### config.mk
export PLATFORM = sky130hd
export DESIGN_NAME = oss_output_slave
export DESIGN_NICKNAME = d
export VERILOG_FILES = /design/src/verilog/oss_pkg.sv /design/src/verilog/oss_strap_latch.sv /design/src/verilog/oss_output_slave.sv
export SDC_FILE = /design/constraint.sdc
export NUM_CORES = 1
export LEC_CHECK = 0
export BUFFER_PORTS_ARGS = -buffer_cell sky130_fd_sc_hd__buf_2
export CORE_ASPECT_RATIO = 0.5
export CORE_MARGIN = 10
export CORE_UTILIZATION = 39
export DETAILED_ROUTE_END_ITERATION = 12
export GPL_TIMING_DRIVEN = 0
export PLACE_DENSITY = 0.84
export SLEW_MARGIN = 30
export SYNTH_ARGS = -nofsm -noshare
export SYNTH_HDL_FRONTEND = slang
export SYNTH_SLANG_ARGS = --single-unit
### constraint.sdc
create_clock -name clk_sys -period 1.55 [get_ports clk_sys]
set_input_delay 0.465 -clock clk_sys [delete_from_list [all_inputs] [get_ports clk_sys]]
set_output_delay 0.465 -clock clk_sys [all_outputs]
set_load 0.02 [all_outputs]
### src/verilog/oss_pkg.sv
package oss_pkg;

  // clock and link rates
  localparam int          CLK_KHZ           = 20000;
  localparam int          HS_RATE_KBPS_X100 = 75000;
  localparam int          LD_RATE_KBPS_X100 = 9375;
  localparam logic [7:0]  HS_BIT_CYCLES     = 8'(CLK_KHZ * 100 / HS_RATE_KBPS_X100);
  localparam logic [7:0]  LD_BIT_CYCLES     = 8'(CLK_KHZ * 100 / LD_RATE_KBPS_X100);

  // register byte offsets
  localparam logic [7:0]  ADDR_STATUS       = 8'h00;
  localparam logic [7:0]  ADDR_CONTROL      = 8'h04;
  localparam logic [7:0]  ADDR_OUTPUTS      = 8'h08;
  localparam logic [7:0]  ADDR_BITPER       = 8'h0C;

  // status fields
  localparam int          ST_NODE_LSB       = 0;
  localparam int          ST_MODE_BIT       = 4;
  localparam int          ST_HOLD_BIT       = 5;
  localparam int          ST_ERR_BIT        = 6;
  localparam int          ST_OK_BIT         = 7;
  localparam int          ST_STANDBY_BIT    = 8;
  localparam int          ST_SUPPLY_BIT     = 9;
  localparam int          ST_CAPT_BIT       = 10;

  // control fields
  localparam int          CTRL_EN_BIT       = 0;
  localparam logic        CTRL_EN_RESET     = 1'b1;

  typedef enum logic [2:0] {
    OSS_STANDBY = 3'b001,
    OSS_RUN     = 3'b010,
    OSS_ERROR   = 3'b100
  } oss_link_e;

  function automatic logic [7:0] oss_bit_cycles(input logic long_mode);
    oss_bit_cycles = long_mode ? LD_BIT_CYCLES : HS_BIT_CYCLES;
  endfunction

endpackage

### src/verilog/oss_strap_latch.sv
`timescale 1ns/1ns
module oss_strap_latch #(
  parameter int W = 5
) (
  // clock and reset
  input  wire logic         clk_sys,
  input  wire logic         rst_n,
  input  wire logic         ce,
  // switch levels
  input  wire logic [W-1:0] straps_in,
  // captured copy
  output logic      [W-1:0] straps_q,
  output logic              captured
);
  logic [W-1:0] next_straps_q;
  logic         next_captured;

  // first enabled edge after release takes the switches, then never again
  always_comb begin
    next_straps_q = straps_q;
    next_captured = 1'b1;
    if (!captured) begin
      next_straps_q = straps_in;
    end
  end

  always_ff @(posedge clk_sys or negedge rst_n) begin
    if (!rst_n) begin
      straps_q <= '0;
      captured <= 1'b0;
    end else if (ce) begin
      straps_q <= next_straps_q;
      captured <= next_captured;
    end
  end
endmodule

### src/verilog/oss_output_slave.sv
// Overview of operation
// - node address equals the 4-bit hex switch code, 0 to 15 directly.
// - mode switch off: 750 kbps high speed; on: 93.75 kbps long distance.
// - master and slave modes must match; a mismatched frame counts as link failure.
// - on link error, outputs clear if hold switch off, keep values if on.
// - node address and mode switches are sampled only once after reset.
// - error indicator lit during error; link-ok dark during error or standby.
`timescale 1ns/1ns
module oss_output_slave
  import oss_pkg::*;
#(
  parameter int NOUT = 8
) (
  // clock, reset, enable
  input  wire logic            clk_sys,
  input  wire logic            resetn,
  input  wire logic            ce,
  // switches
  input  wire logic [3:0]      node_sw,
  input  wire logic            mode_sw,
  input  wire logic            hold_sw,
  // link receiver
  input  wire logic            supply_ok,
  input  wire logic            frame_ok,
  input  wire logic            frame_err,
  input  wire logic            frame_mode,
  input  wire logic [NOUT-1:0] frame_data,
  // outputs and indicators
  output logic      [NOUT-1:0] out_pins,
  output logic                 link_ok_indicator,
  output logic                 err_indicator,
  output logic                 supply_present_indicator,
  output logic      [3:0]      node_addr,
  output logic                 mode_long,
  output logic      [7:0]      bit_cycles,
  // ahb-lite slave
  input  wire logic            hsel,
  input  wire logic [31:0]     haddr,
  input  wire logic [1:0]      htrans,
  input  wire logic            hwrite,
  input  wire logic [2:0]      hsize,
  input  wire logic [31:0]     hwdata,
  input  wire logic            hready,
  output logic      [31:0]     hrdata,
  output logic                 hreadyout,
  output logic                 hresp
);
  import oss_pkg::*;

  logic            rst_meta;
  logic            rst_n;
  logic [4:0]      straps_q;
  logic            captured;
  oss_link_e       state;
  oss_link_e       next_state;
  logic [NOUT-1:0] next_out_pins;
  logic            next_link_ok;
  logic            next_err;
  logic            next_supply;
  logic [3:0]      next_node_addr;
  logic            next_mode_long;
  logic [7:0]      next_bit_cycles;
  logic            ctrl_en;
  logic            next_ctrl_en;
  logic            wr_pend;
  logic            next_wr_pend;
  logic [7:0]      wr_addr;
  logic [7:0]      next_wr_addr;
  logic [31:0]     next_hrdata;
  logic            good;
  logic            bad;
  logic            addr_ok;

  // release of the async reset through two flops
  always_ff @(posedge clk_sys or negedge resetn) begin
    if (!resetn) begin
      rst_meta <= 1'b0;
      rst_n    <= 1'b0;
    end else begin
      rst_meta <= 1'b1;
      rst_n    <= rst_meta;
    end
  end

  oss_strap_latch #(.W(5)) u_straps (
    .clk_sys   (clk_sys),
    .rst_n     (rst_n),
    .ce        (ce),
    .straps_in ({mode_sw, node_sw}),
    .straps_q  (straps_q),
    .captured  (captured)
  );

  // frames are ignored until the switches are captured; an error pulse beats a good one
  assign good = captured && frame_ok && !frame_err && (frame_mode == straps_q[4]);
  assign bad  = captured && (frame_err || (frame_ok && frame_mode != straps_q[4]));

  // link state, outputs, indicators
  always_comb begin
    next_state      = state;
    next_out_pins   = out_pins;
    next_node_addr  = straps_q[3:0];
    next_mode_long  = straps_q[4];
    next_bit_cycles = oss_bit_cycles(straps_q[4]);
    next_supply     = supply_ok;
    case (state)
      OSS_STANDBY: begin
        if (bad) begin
          next_state = OSS_ERROR;
        end else if (good) begin
          next_state = OSS_RUN;
        end
      end
      OSS_RUN: begin
        if (bad) begin
          next_state = OSS_ERROR;
        end
      end
      OSS_ERROR: begin
        if (good) begin
          next_state = OSS_RUN;
        end
      end
      default: begin
        next_state = OSS_STANDBY;
      end
    endcase
    if (!ctrl_en) begin
      next_state = OSS_STANDBY;
    end
    if (good && ctrl_en) begin
      next_out_pins = frame_data;
    end
    // hold keeps whatever was last driven; clear wins in standby regardless
    if (next_state == OSS_STANDBY || (next_state == OSS_ERROR && !hold_sw)) begin
      next_out_pins = '0;
    end
    next_link_ok = (next_state == OSS_RUN);
    next_err     = (next_state == OSS_ERROR);
  end

  always_ff @(posedge clk_sys or negedge rst_n) begin
    if (!rst_n) begin
      state                    <= OSS_STANDBY;
      out_pins                 <= '0;
      link_ok_indicator        <= 1'b0;
      err_indicator            <= 1'b0;
      supply_present_indicator <= 1'b0;
      node_addr                <= 4'h0;
      mode_long                <= 1'b0;
      bit_cycles               <= HS_BIT_CYCLES;
    end else if (ce) begin
      state                    <= next_state;
      out_pins                 <= next_out_pins;
      link_ok_indicator        <= next_link_ok;
      err_indicator            <= next_err;
      supply_present_indicator <= next_supply;
      node_addr                <= next_node_addr;
      mode_long                <= next_mode_long;
      bit_cycles               <= next_bit_cycles;
    end
  end

  // bus slave: zero wait states, read data fetched in the address phase
  assign addr_ok = hsel && htrans[1] && hready;

  always_comb begin
    next_wr_pend = addr_ok && hwrite;
    next_wr_addr = addr_ok ? haddr[7:0] : wr_addr;
    next_ctrl_en = ctrl_en;
    next_hrdata  = 32'h0000_0000;
    if (wr_pend && wr_addr == ADDR_CONTROL) begin
      next_ctrl_en = hwdata[CTRL_EN_BIT];
    end
    if (addr_ok && !hwrite) begin
      case (haddr[7:0])
        ADDR_STATUS: begin
          next_hrdata[ST_NODE_LSB +: 4] = node_addr;
          next_hrdata[ST_MODE_BIT]      = mode_long;
          next_hrdata[ST_HOLD_BIT]      = hold_sw;
          next_hrdata[ST_ERR_BIT]       = err_indicator;
          next_hrdata[ST_OK_BIT]        = link_ok_indicator;
          next_hrdata[ST_STANDBY_BIT]   = (state == OSS_STANDBY);
          next_hrdata[ST_SUPPLY_BIT]    = supply_present_indicator;
          next_hrdata[ST_CAPT_BIT]      = captured;
        end
        ADDR_CONTROL: begin
          next_hrdata[CTRL_EN_BIT] = ctrl_en;
        end
        ADDR_OUTPUTS: begin
          next_hrdata[NOUT-1:0] = out_pins;
        end
        ADDR_BITPER: begin
          next_hrdata[7:0] = bit_cycles;
        end
        default: begin
          next_hrdata = 32'h0000_0000;
        end
      endcase
    end
  end

  // hsize is ignored: every register is a whole word
  always_ff @(posedge clk_sys or negedge rst_n) begin
    if (!rst_n) begin
      ctrl_en   <= CTRL_EN_RESET;
      wr_pend   <= 1'b0;
      wr_addr   <= 8'h00;
      hrdata    <= 32'h0000_0000;
      hreadyout <= 1'b1;
      hresp     <= 1'b0;
    end else if (ce) begin
      ctrl_en   <= next_ctrl_en;
      wr_pend   <= next_wr_pend;
      wr_addr   <= next_wr_addr;
      hrdata    <= next_hrdata;
      hreadyout <= 1'b1;
      hresp     <= 1'b0;
    end
  end

  property p_node_from_switch;
    @(posedge clk_sys) disable iff (!rst_n)
      ce && captured |=> node_addr == $past(straps_q[3:0]);
  endproperty
  a_node_from_switch: assert property (p_node_from_switch)
    else $error("node address differs from switch code");

  property p_rate_by_mode;
    @(posedge clk_sys) disable iff (!rst_n)
      ce && captured ##1 ce |=> bit_cycles == oss_bit_cycles(mode_long);
  endproperty
  a_rate_by_mode: assert property (p_rate_by_mode)
    else $error("bit period does not follow mode");

  property p_mismatch_fails;
    @(posedge clk_sys) disable iff (!rst_n)
      ce && ctrl_en && captured && frame_ok && frame_mode != straps_q[4]
      |=> err_indicator && !link_ok_indicator;
  endproperty
  a_mismatch_fails: assert property (p_mismatch_fails)
    else $error("mode mismatch not treated as failure");

  property p_clear_on_error;
    @(posedge clk_sys) disable iff (!rst_n)
      ce && bad && !hold_sw |=> out_pins == '0;
  endproperty
  a_clear_on_error: assert property (p_clear_on_error)
    else $error("outputs not cleared on error");

  property p_hold_on_error;
    @(posedge clk_sys) disable iff (!rst_n)
      ce && ctrl_en && bad && hold_sw && state != OSS_STANDBY |=> $stable(out_pins);
  endproperty
  a_hold_on_error: assert property (p_hold_on_error)
    else $error("outputs changed while held");

  property p_switch_once;
    @(posedge clk_sys) disable iff (!rst_n)
      captured && $past(captured) |-> $stable(straps_q);
  endproperty
  a_switch_once: assert property (p_switch_once)
    else $error("switches resampled after capture");

  property p_indicators;
    @(posedge clk_sys) disable iff (!rst_n)
      (err_indicator |-> !link_ok_indicator) and
      (state == OSS_STANDBY |-> !link_ok_indicator && !err_indicator);
  endproperty
  a_indicators: assert property (p_indicators)
    else $error("indicator pattern illegal");

  c_run: cover property (@(posedge clk_sys) disable iff (!rst_n)
    state == OSS_STANDBY ##1 state == OSS_RUN);
  c_hold: cover property (@(posedge clk_sys) disable iff (!rst_n)
    state == OSS_ERROR && hold_sw && out_pins != '0);
  c_recover: cover property (@(posedge clk_sys) disable iff (!rst_n)
    state == OSS_ERROR ##1 state == OSS_RUN);
endmodule

==> results of run 1 <==
-- area by class of cell --
type                       instances  area (um2)
buffer                            38         268
clock buffer                       5         125
clock inverter                     3        22.5
fill                             518        2850
inverter                          12        45.0
multi-input combinational        156        1040
sequential                        49        1230
tap                               88         110
timing repair buffer              72         387
-- metal layers --
| layer | vias up | part of all wire | global-route usage |
|---|---|---|---|
| met5 | - | 0 | 0 |
| met4 | 0 | 0.022 | 0.0629 |
| met3 | 14 | 0.060 | 0.0355 |
| met2 | 80 | 0.49 | 0.204 |
| met1 | 971 | 0.42 | 0.145 |
| li1 | 977 | - | - |
-- report_power, final --
group | leakage, nW | internal (mW) | switching [mW] | total [mW]
clock | 0.0738 | 0.601 | 0.485 | 1.09
sequential | 0.633 | 1.37 | 0.0892 | 1.46
combinational | 0.900 | 0.249 | 0.325 | 0.574
-- path summary, 6_finish.rpt --
kind	end	slack (ns)	cells after the start	startpoint
setup reg to reg	out_pins[3]$_DFFE_PN0P_	-0.11	4	state[0]$_DFFE_PN1P_
min in group clk_sys	rst_n$_DFF_PN0_	0.35	0	rst_meta$_DFF_PN0_
setup / recovery	out_pins[3]$_DFFE_PN0P_	-0.11	4	state[0]$_DFFE_PN1P_
hold reg to reg	u_straps.straps_q[3]$_DFFE_PN0P_	0.34	0	rst_n$_DFF_PN0_
hold / removal	u_straps.straps_q[3]$_DFFE_PN0P_	0.34	0	rst_n$_DFF_PN0_
max in group asynchronous	bit_cycles[6]$_DFFE_PN0P_	0.78	0	rst_n$_DFF_PN0_
-- cell usage after synthesis, types with 2 or more instances --
| cell | instances |
|---|---|
| mux2_1 | 11 |
| dfrtp_1 | 46 |
| nor2_1 | 4 |
| nor3_1 | 3 |
| o21ai_1 | 13 |
| a31oi_1 | 2 |
| buf_4 | 30 |
| a22oi_1 | 5 |
| dfstp_2 | 3 |
| inv_1 | 10 |
| nor4_1 | 4 |
| a21o_1 | 2 |
| clkbuf_1 | 4 |
| nand2_1 | 27 |
| a22o_1 | 3 |
| conb_1 | 2 |
| o2bb2ai_1 | 9 |
| o21ai_0 | 6 |
| nand3_1 | 9 |
| a32oi_1 | 8 |
| buf_2 | 2 |
-- stage by stage --
stage	cells	TNS, ns
6_report	423	-0.827
5_1_grt	423	-1.18
4_1_cts	420	-0.999
3_5_place_dp	408	-6.20
3_3_place_gp	408	-22.30
2_1_floorplan	255	-0.353
-- flip-flops by register name (all words and copies together), names as in the netlist, 2 cells and up --
name               flops
u_straps.straps_q      5
wr_addr                8
state                  3
out_pins               8
hrdata                11
node_addr              4
bit_cycles             2
-- cells by family after synthesis --
group,after synthesis,synth area share
AOI/OAI and AO/OA,58,0.180
and+or+nand+nor,57,0.116
buffers and inverters,50,0.127
DFF,49,0.503
muxes,13,0.0640
xor gates and xnor gates,2,0.00717
other,2,0.00307
-- what timing repair did --
item,CTS,global route
resized for setup,3,9
buffers inserted,3,2
gates cloned,0,1
pin swaps,12,3
setup endpoints to repair,14,21
endpoints found under the hold margin,2,0
hold buffers,1,0
==> run summary, run 1 <==
Static leakage: 1.61 nW
Final instance area: 3240 um2
Rel. slew slack: 0.602
GPL Wtd Cong: 0.837
Buffers plus inverters on the worst setup path: 0
Die height: 76.0 um
Hold Fails Final Rpt: 0
Setup CP Type: flip-flop to flip-flop
Async set or reset register ratio after synthesis: 1.00
Commonest cells after routing, fill and taps aside: buf_2, dfrtp_1, buf_4, nand2_1, conb_1
Flops & latches, synth: 49
Run status: complete, but fails checks
Largest stage delay on the critical path: 0.53 ns
Fmax: 0.601 GHz
Post-Syn Area: 2440 um2
Power, Total: 3.12 mW
Clk pin slew, worst setup/hold paths: 0.07 ns
Synth top area share: 0.471
Largest net degree at the start of global routing: 48
VDD IR-drop max: 445 uV
Hold Path Class: flip-flop to asynchronous set/reset pin
1st-iter DRT viols: 143
GR Overflow Total: 0
Drt drc: 0
Post-DRT Antenna Nets: 0
Routed vias/inst: 4.83
Synth cell types: 49
Vias in the first global route: 2018
First-pass GRT wire length: 10300 um
CP max-delay cell: dfstp_2
DIE AREA: 10000 um2
DP Area: 2980 um2
CP Cell Sequence: or3b_4 > o21a_1 > a21oi_4 > o21ai_1
Wire per inst: 16.0 um
Final period utilization: 1.07
Syn avg cell area: 10.6 um2
Commonest non-fill, non-tap cell in the layout: buf_2
Final min period: 1.66 ns
Cell Rows: 20
Number of flops mapped to enable cells by yosys: 0
DRT Wirelength: 6770 um
Synth Warn #: 0
Maximum clock path buffer count: 2
RSZ-0062 raised after global routing: yes
Actual slew at the worst max-slew pin: 0.597 ns
Initial Utilization: 0.402
CTS sink cnt: 49
Layout cells sized above 1: 0.394
Area Growth Syn to Fin: 32.3%
Antenna violations before repair: 0
Pwr per Cell Area: 965 nW/um2
Critical path data arrival time: 1.84 ns
Register area share after synthesis: 0.503
Max_cap viols: 0
# diodes: 0
Crit Path Max Fanout: 8
Final hold slack: 0.342 ns
I/O Pins: 151
Worst setup SP type: flip-flop
CTS tree: built
CP endpoint kind: flip-flop
Final net count: 427
Top FF cell, synth: dfrtp_1
First-pass DRT Iterations: 4
CORE AREA: 6080 um2
Tot GR Track Use: 0.124
Hpwl dp: 5010 um
Synth area leaders: dfrtp_1, buf_4, mux2_1
Die width: 132 um
Setup Slack @ Placement: -0.386 ns
Total number of vias: 2042
Final Util: 0.532
Cell count after synthesis: 231
CTS buffer count: 5
Final setup margin: -0.113 ns
Root buf cell: clkbuf_16
I/O Buffers: 65
Fin Clk Skew: 0.00448 ns
Endpoints failing setup: 10
CP delay by family, top: compound AO/OA/AOI/OAI gates
Yosys top cell by area: dfrtp_1
Final Max Slew Viols: 0
H-tree depth: 2
Data required time at the worst endpoint: 1.72 ns
Failing checks: setup timing
Clock Latency Late Sink: 0.29 ns
Power figures use the tool's default switching activity.
==> run 2, diff against run 1 <==
SKIP_LAST_GASP = 1   (was unset)
==> run 2 against run 1 <==
- register-to-register slack barely moved
- critical endpoint unchanged
- the flow still finishes with violations (setup timing)
- routed wire length fell by 0.62%
- largest cell class unchanged
- global-route usage did not move
==> run summary, run 2 (synthesis results as in run 1) <==
Run status: complete, but fails checks
Failing checks: setup timing
Rel. slew slack: 0.607 (+0.00543)
CP delay by family, top: compound AO/OA/AOI/OAI gates
Hpwl dp: 5010 um (unchanged)
Buffers plus inverters on the worst setup path: 0 (unchanged)
First-pass DRT Iterations: 4 (unchanged)
CORE AREA: 6080 um2 (unchanged)
Max_cap viols: 0 (unchanged)
GPL Wtd Cong: 0.837 (unchanged)
Fillers: 518 (unchanged)
GR Util met1: 0.145 (unchanged)
Cell-internal power: 2.22 mW (about the same)
CTS tree: built
Fmax: 0.603 GHz (+0.23%)
Final net count: 427 (unchanged)
Antenna violations before repair: 0 (unchanged)
Crit Path Max Fanout: 8 (unchanged)
Wire per inst: 15.9 um (-0.62%)
Vias in the first global route: 2018 (unchanged)
Biggest register: hrdata
CTS buffer count: 5 (unchanged)
Drt drc: 0 (unchanged)
Static leakage: 1.61 nW (unchanged)
Final min period: 1.66 ns (-0.00379 ns)
Die height: 76.0 um (unchanged)
I/O Pins: 151 (unchanged)
Data required time at the worst endpoint: 1.72 ns (about the same)
RSZ-0062 raised after global routing: yes
Largest net degree at the start of global routing: 48 (unchanged)
CP max-delay cell: dfstp_2
GR Overflow Total: 0 (unchanged)
GRT busiest layer: met2
Die width: 132 um (unchanged)
Cell Rows: 20 (unchanged)
DRT Wirelength: 6730 um (-0.62%)
Power, Total: 3.12 mW (about the same)
Clock Power Share: 0.348 (about the same)
DIE AREA: 10000 um2 (unchanged)
Pwr per Cell Area: 965 nW/um2 (about the same)
Initial Utilization: 0.402 (unchanged)
Endpoints failing setup: 10 (unchanged)
VDD IR-drop max: 444 uV (about the same)
Final setup margin: -0.109 ns (+0.00379 ns)
Fin Clk Skew: 0.00398 ns (-0.000493 ns)
Root buf cell: clkbuf_16
1st-iter DRT viols: 135 (-5.6%)
Total number of vias: 2060 (+0.88%)
Routed vias/inst: 4.87 (+0.88%)
Met2 Resource Use GR: 0.204 (unchanged)
Final Max Slew Viols: 0 (unchanged)
Critical path data arrival time: 1.83 ns (about the same)
# diodes: 0 (unchanged)
Commonest cells after routing, fill and taps aside: buf_2, dfrtp_1, buf_4, nand2_1, conb_1
Tot GR Track Use: 0.124 (unchanged)
Setup CP Type: flip-flop to flip-flop
Sw frac: 0.288 (about the same)
Area Growth Syn to Fin: 32.3% (unchanged)
Post-DRT Antenna Nets: 0 (unchanged)
NetSw: 899 uW (about the same)
Worst setup SP type: flip-flop
Hold Fails Final Rpt: 0 (unchanged)
Final period utilization: 1.07 (-0.00245)
I/O Buffers: 65 (unchanged)
Actual slew at the worst max-slew pin: 0.589 ns (-0.00814 ns)
CP Cell Sequence: or3b_4 > o21a_1 > a21oi_4 > o21ai_1
Hold Path Class: flip-flop to asynchronous set/reset pin
Sequential power share: 0.469 (about the same)
Max reg flops: 11 (unchanged)
Combinational power share: 0.183 (about the same)
Commonest non-fill, non-tap cell in the layout: buf_2
Layout cells sized above 1: 0.394 (unchanged)
Clock Latency Late Sink: 0.29 ns (about the same)
CTS sink cnt: 49 (unchanged)
Largest registers: hrdata x11, out_pins x8, wr_addr x8
Clk pin slew, worst setup/hold paths: 0.07 ns (about the same)
Maximum clock path buffer count: 2 (unchanged)
Grt met3 use: 0.0355 (unchanged)
H-tree depth: 2 (unchanged)
Final Util: 0.532 (unchanged)
First-pass GRT wire length: 10300 um (unchanged)
CP endpoint kind: flip-flop
Largest stage delay on the critical path: 0.53 ns (about the same)
## run 2: metrics by stage
step	hold slack, ns	instances	area (um2)	setup TNS [ns]	setup slack (ns)
after floorplan	0.169	255	2540	-0.353	-0.0522
after detailed placement	0.255	408	2980	-6.20	-0.386
after global routing	0.356	423	3240	-1.18	-0.144
final	0.345	423	3240	-0.824	-0.109
after CTS	0.353	420	3170	-1.04	-0.114
after global placement	0.251	408	2980	-22.30	-0.374
## run 2: final cells by class
type,instances,area (um2),area share
buffer,38,268,0.0828
clock buffer,5,125,0.0387
clock inverter,3,22.5,0.00696
inverter,12,45.0,0.0139
multi-input combinational,156,1040,0.323
sequential,49,1230,0.382
tap,88,110,0.0340
timing repair buffer,72,387,0.119
## run 2: power groups by stage
stage | Sequential, mW | Clock, mW | Combinational, mW
final | 1.46 | 1.09 | 0.572
after global routing | 1.48 | 1.15 | 0.622
after CTS | 1.46 | 1.09 | 0.544
after detailed placement | 1.48 | 0 | 0.521
after global placement | 1.48 | 0 | 0.511
after floorplan | 1.50 | 0 | 0.341
## run 2: worst paths after layout
path,start,cells after the start,slack [ns],endpoint
worst max-delay path,state[0]$_DFFE_PN1P_,4,-0.11,out_pins[3]$_DFFE_PN0P_
worst min-delay path,rst_n$_DFF_PN0_,0,0.34,u_straps.straps_q[3]$_DFFE_PN0P_
worst max register to register,state[0]$_DFFE_PN1P_,4,-0.11,out_pins[3]$_DFFE_PN0P_
worst min register to register,rst_n$_DFF_PN0_,0,0.34,u_straps.straps_q[3]$_DFFE_PN0P_
max in group asynchronous,rst_n$_DFF_PN0_,0,0.79,bit_cycles[6]$_DFFE_PN0P_
min in group clk_sys,rst_meta$_DFF_PN0_,0,0.35,rst_n$_DFF_PN0_
## run 2: worst reg2reg max path, delay by kind of cell, from the launching register on
family	cells	cell delay, ns
compound gates	3	0.60
flops	1	0.53
simple gates	1	0.40
## run 2: repair_timing
action | 4_1_cts | 5_1_grt
setup buffers | 3 | 2
pin swaps | 11 | 4
hold buffers | 1 | 0
gates resized for setup | 3 | 9
hold endpoints to repair | 2 | 0
cloned | 0 | 1
setup endpoints to repair | 14 | 21
## run 2: routing by layer
layer,wire length [um],up-vias,part of all wire
met5,0,-,0
met4,187,0,0.028
met3,431,18,0.064
met2,3310,87,0.49
met1,2790,974,0.42
li1,-,981,-
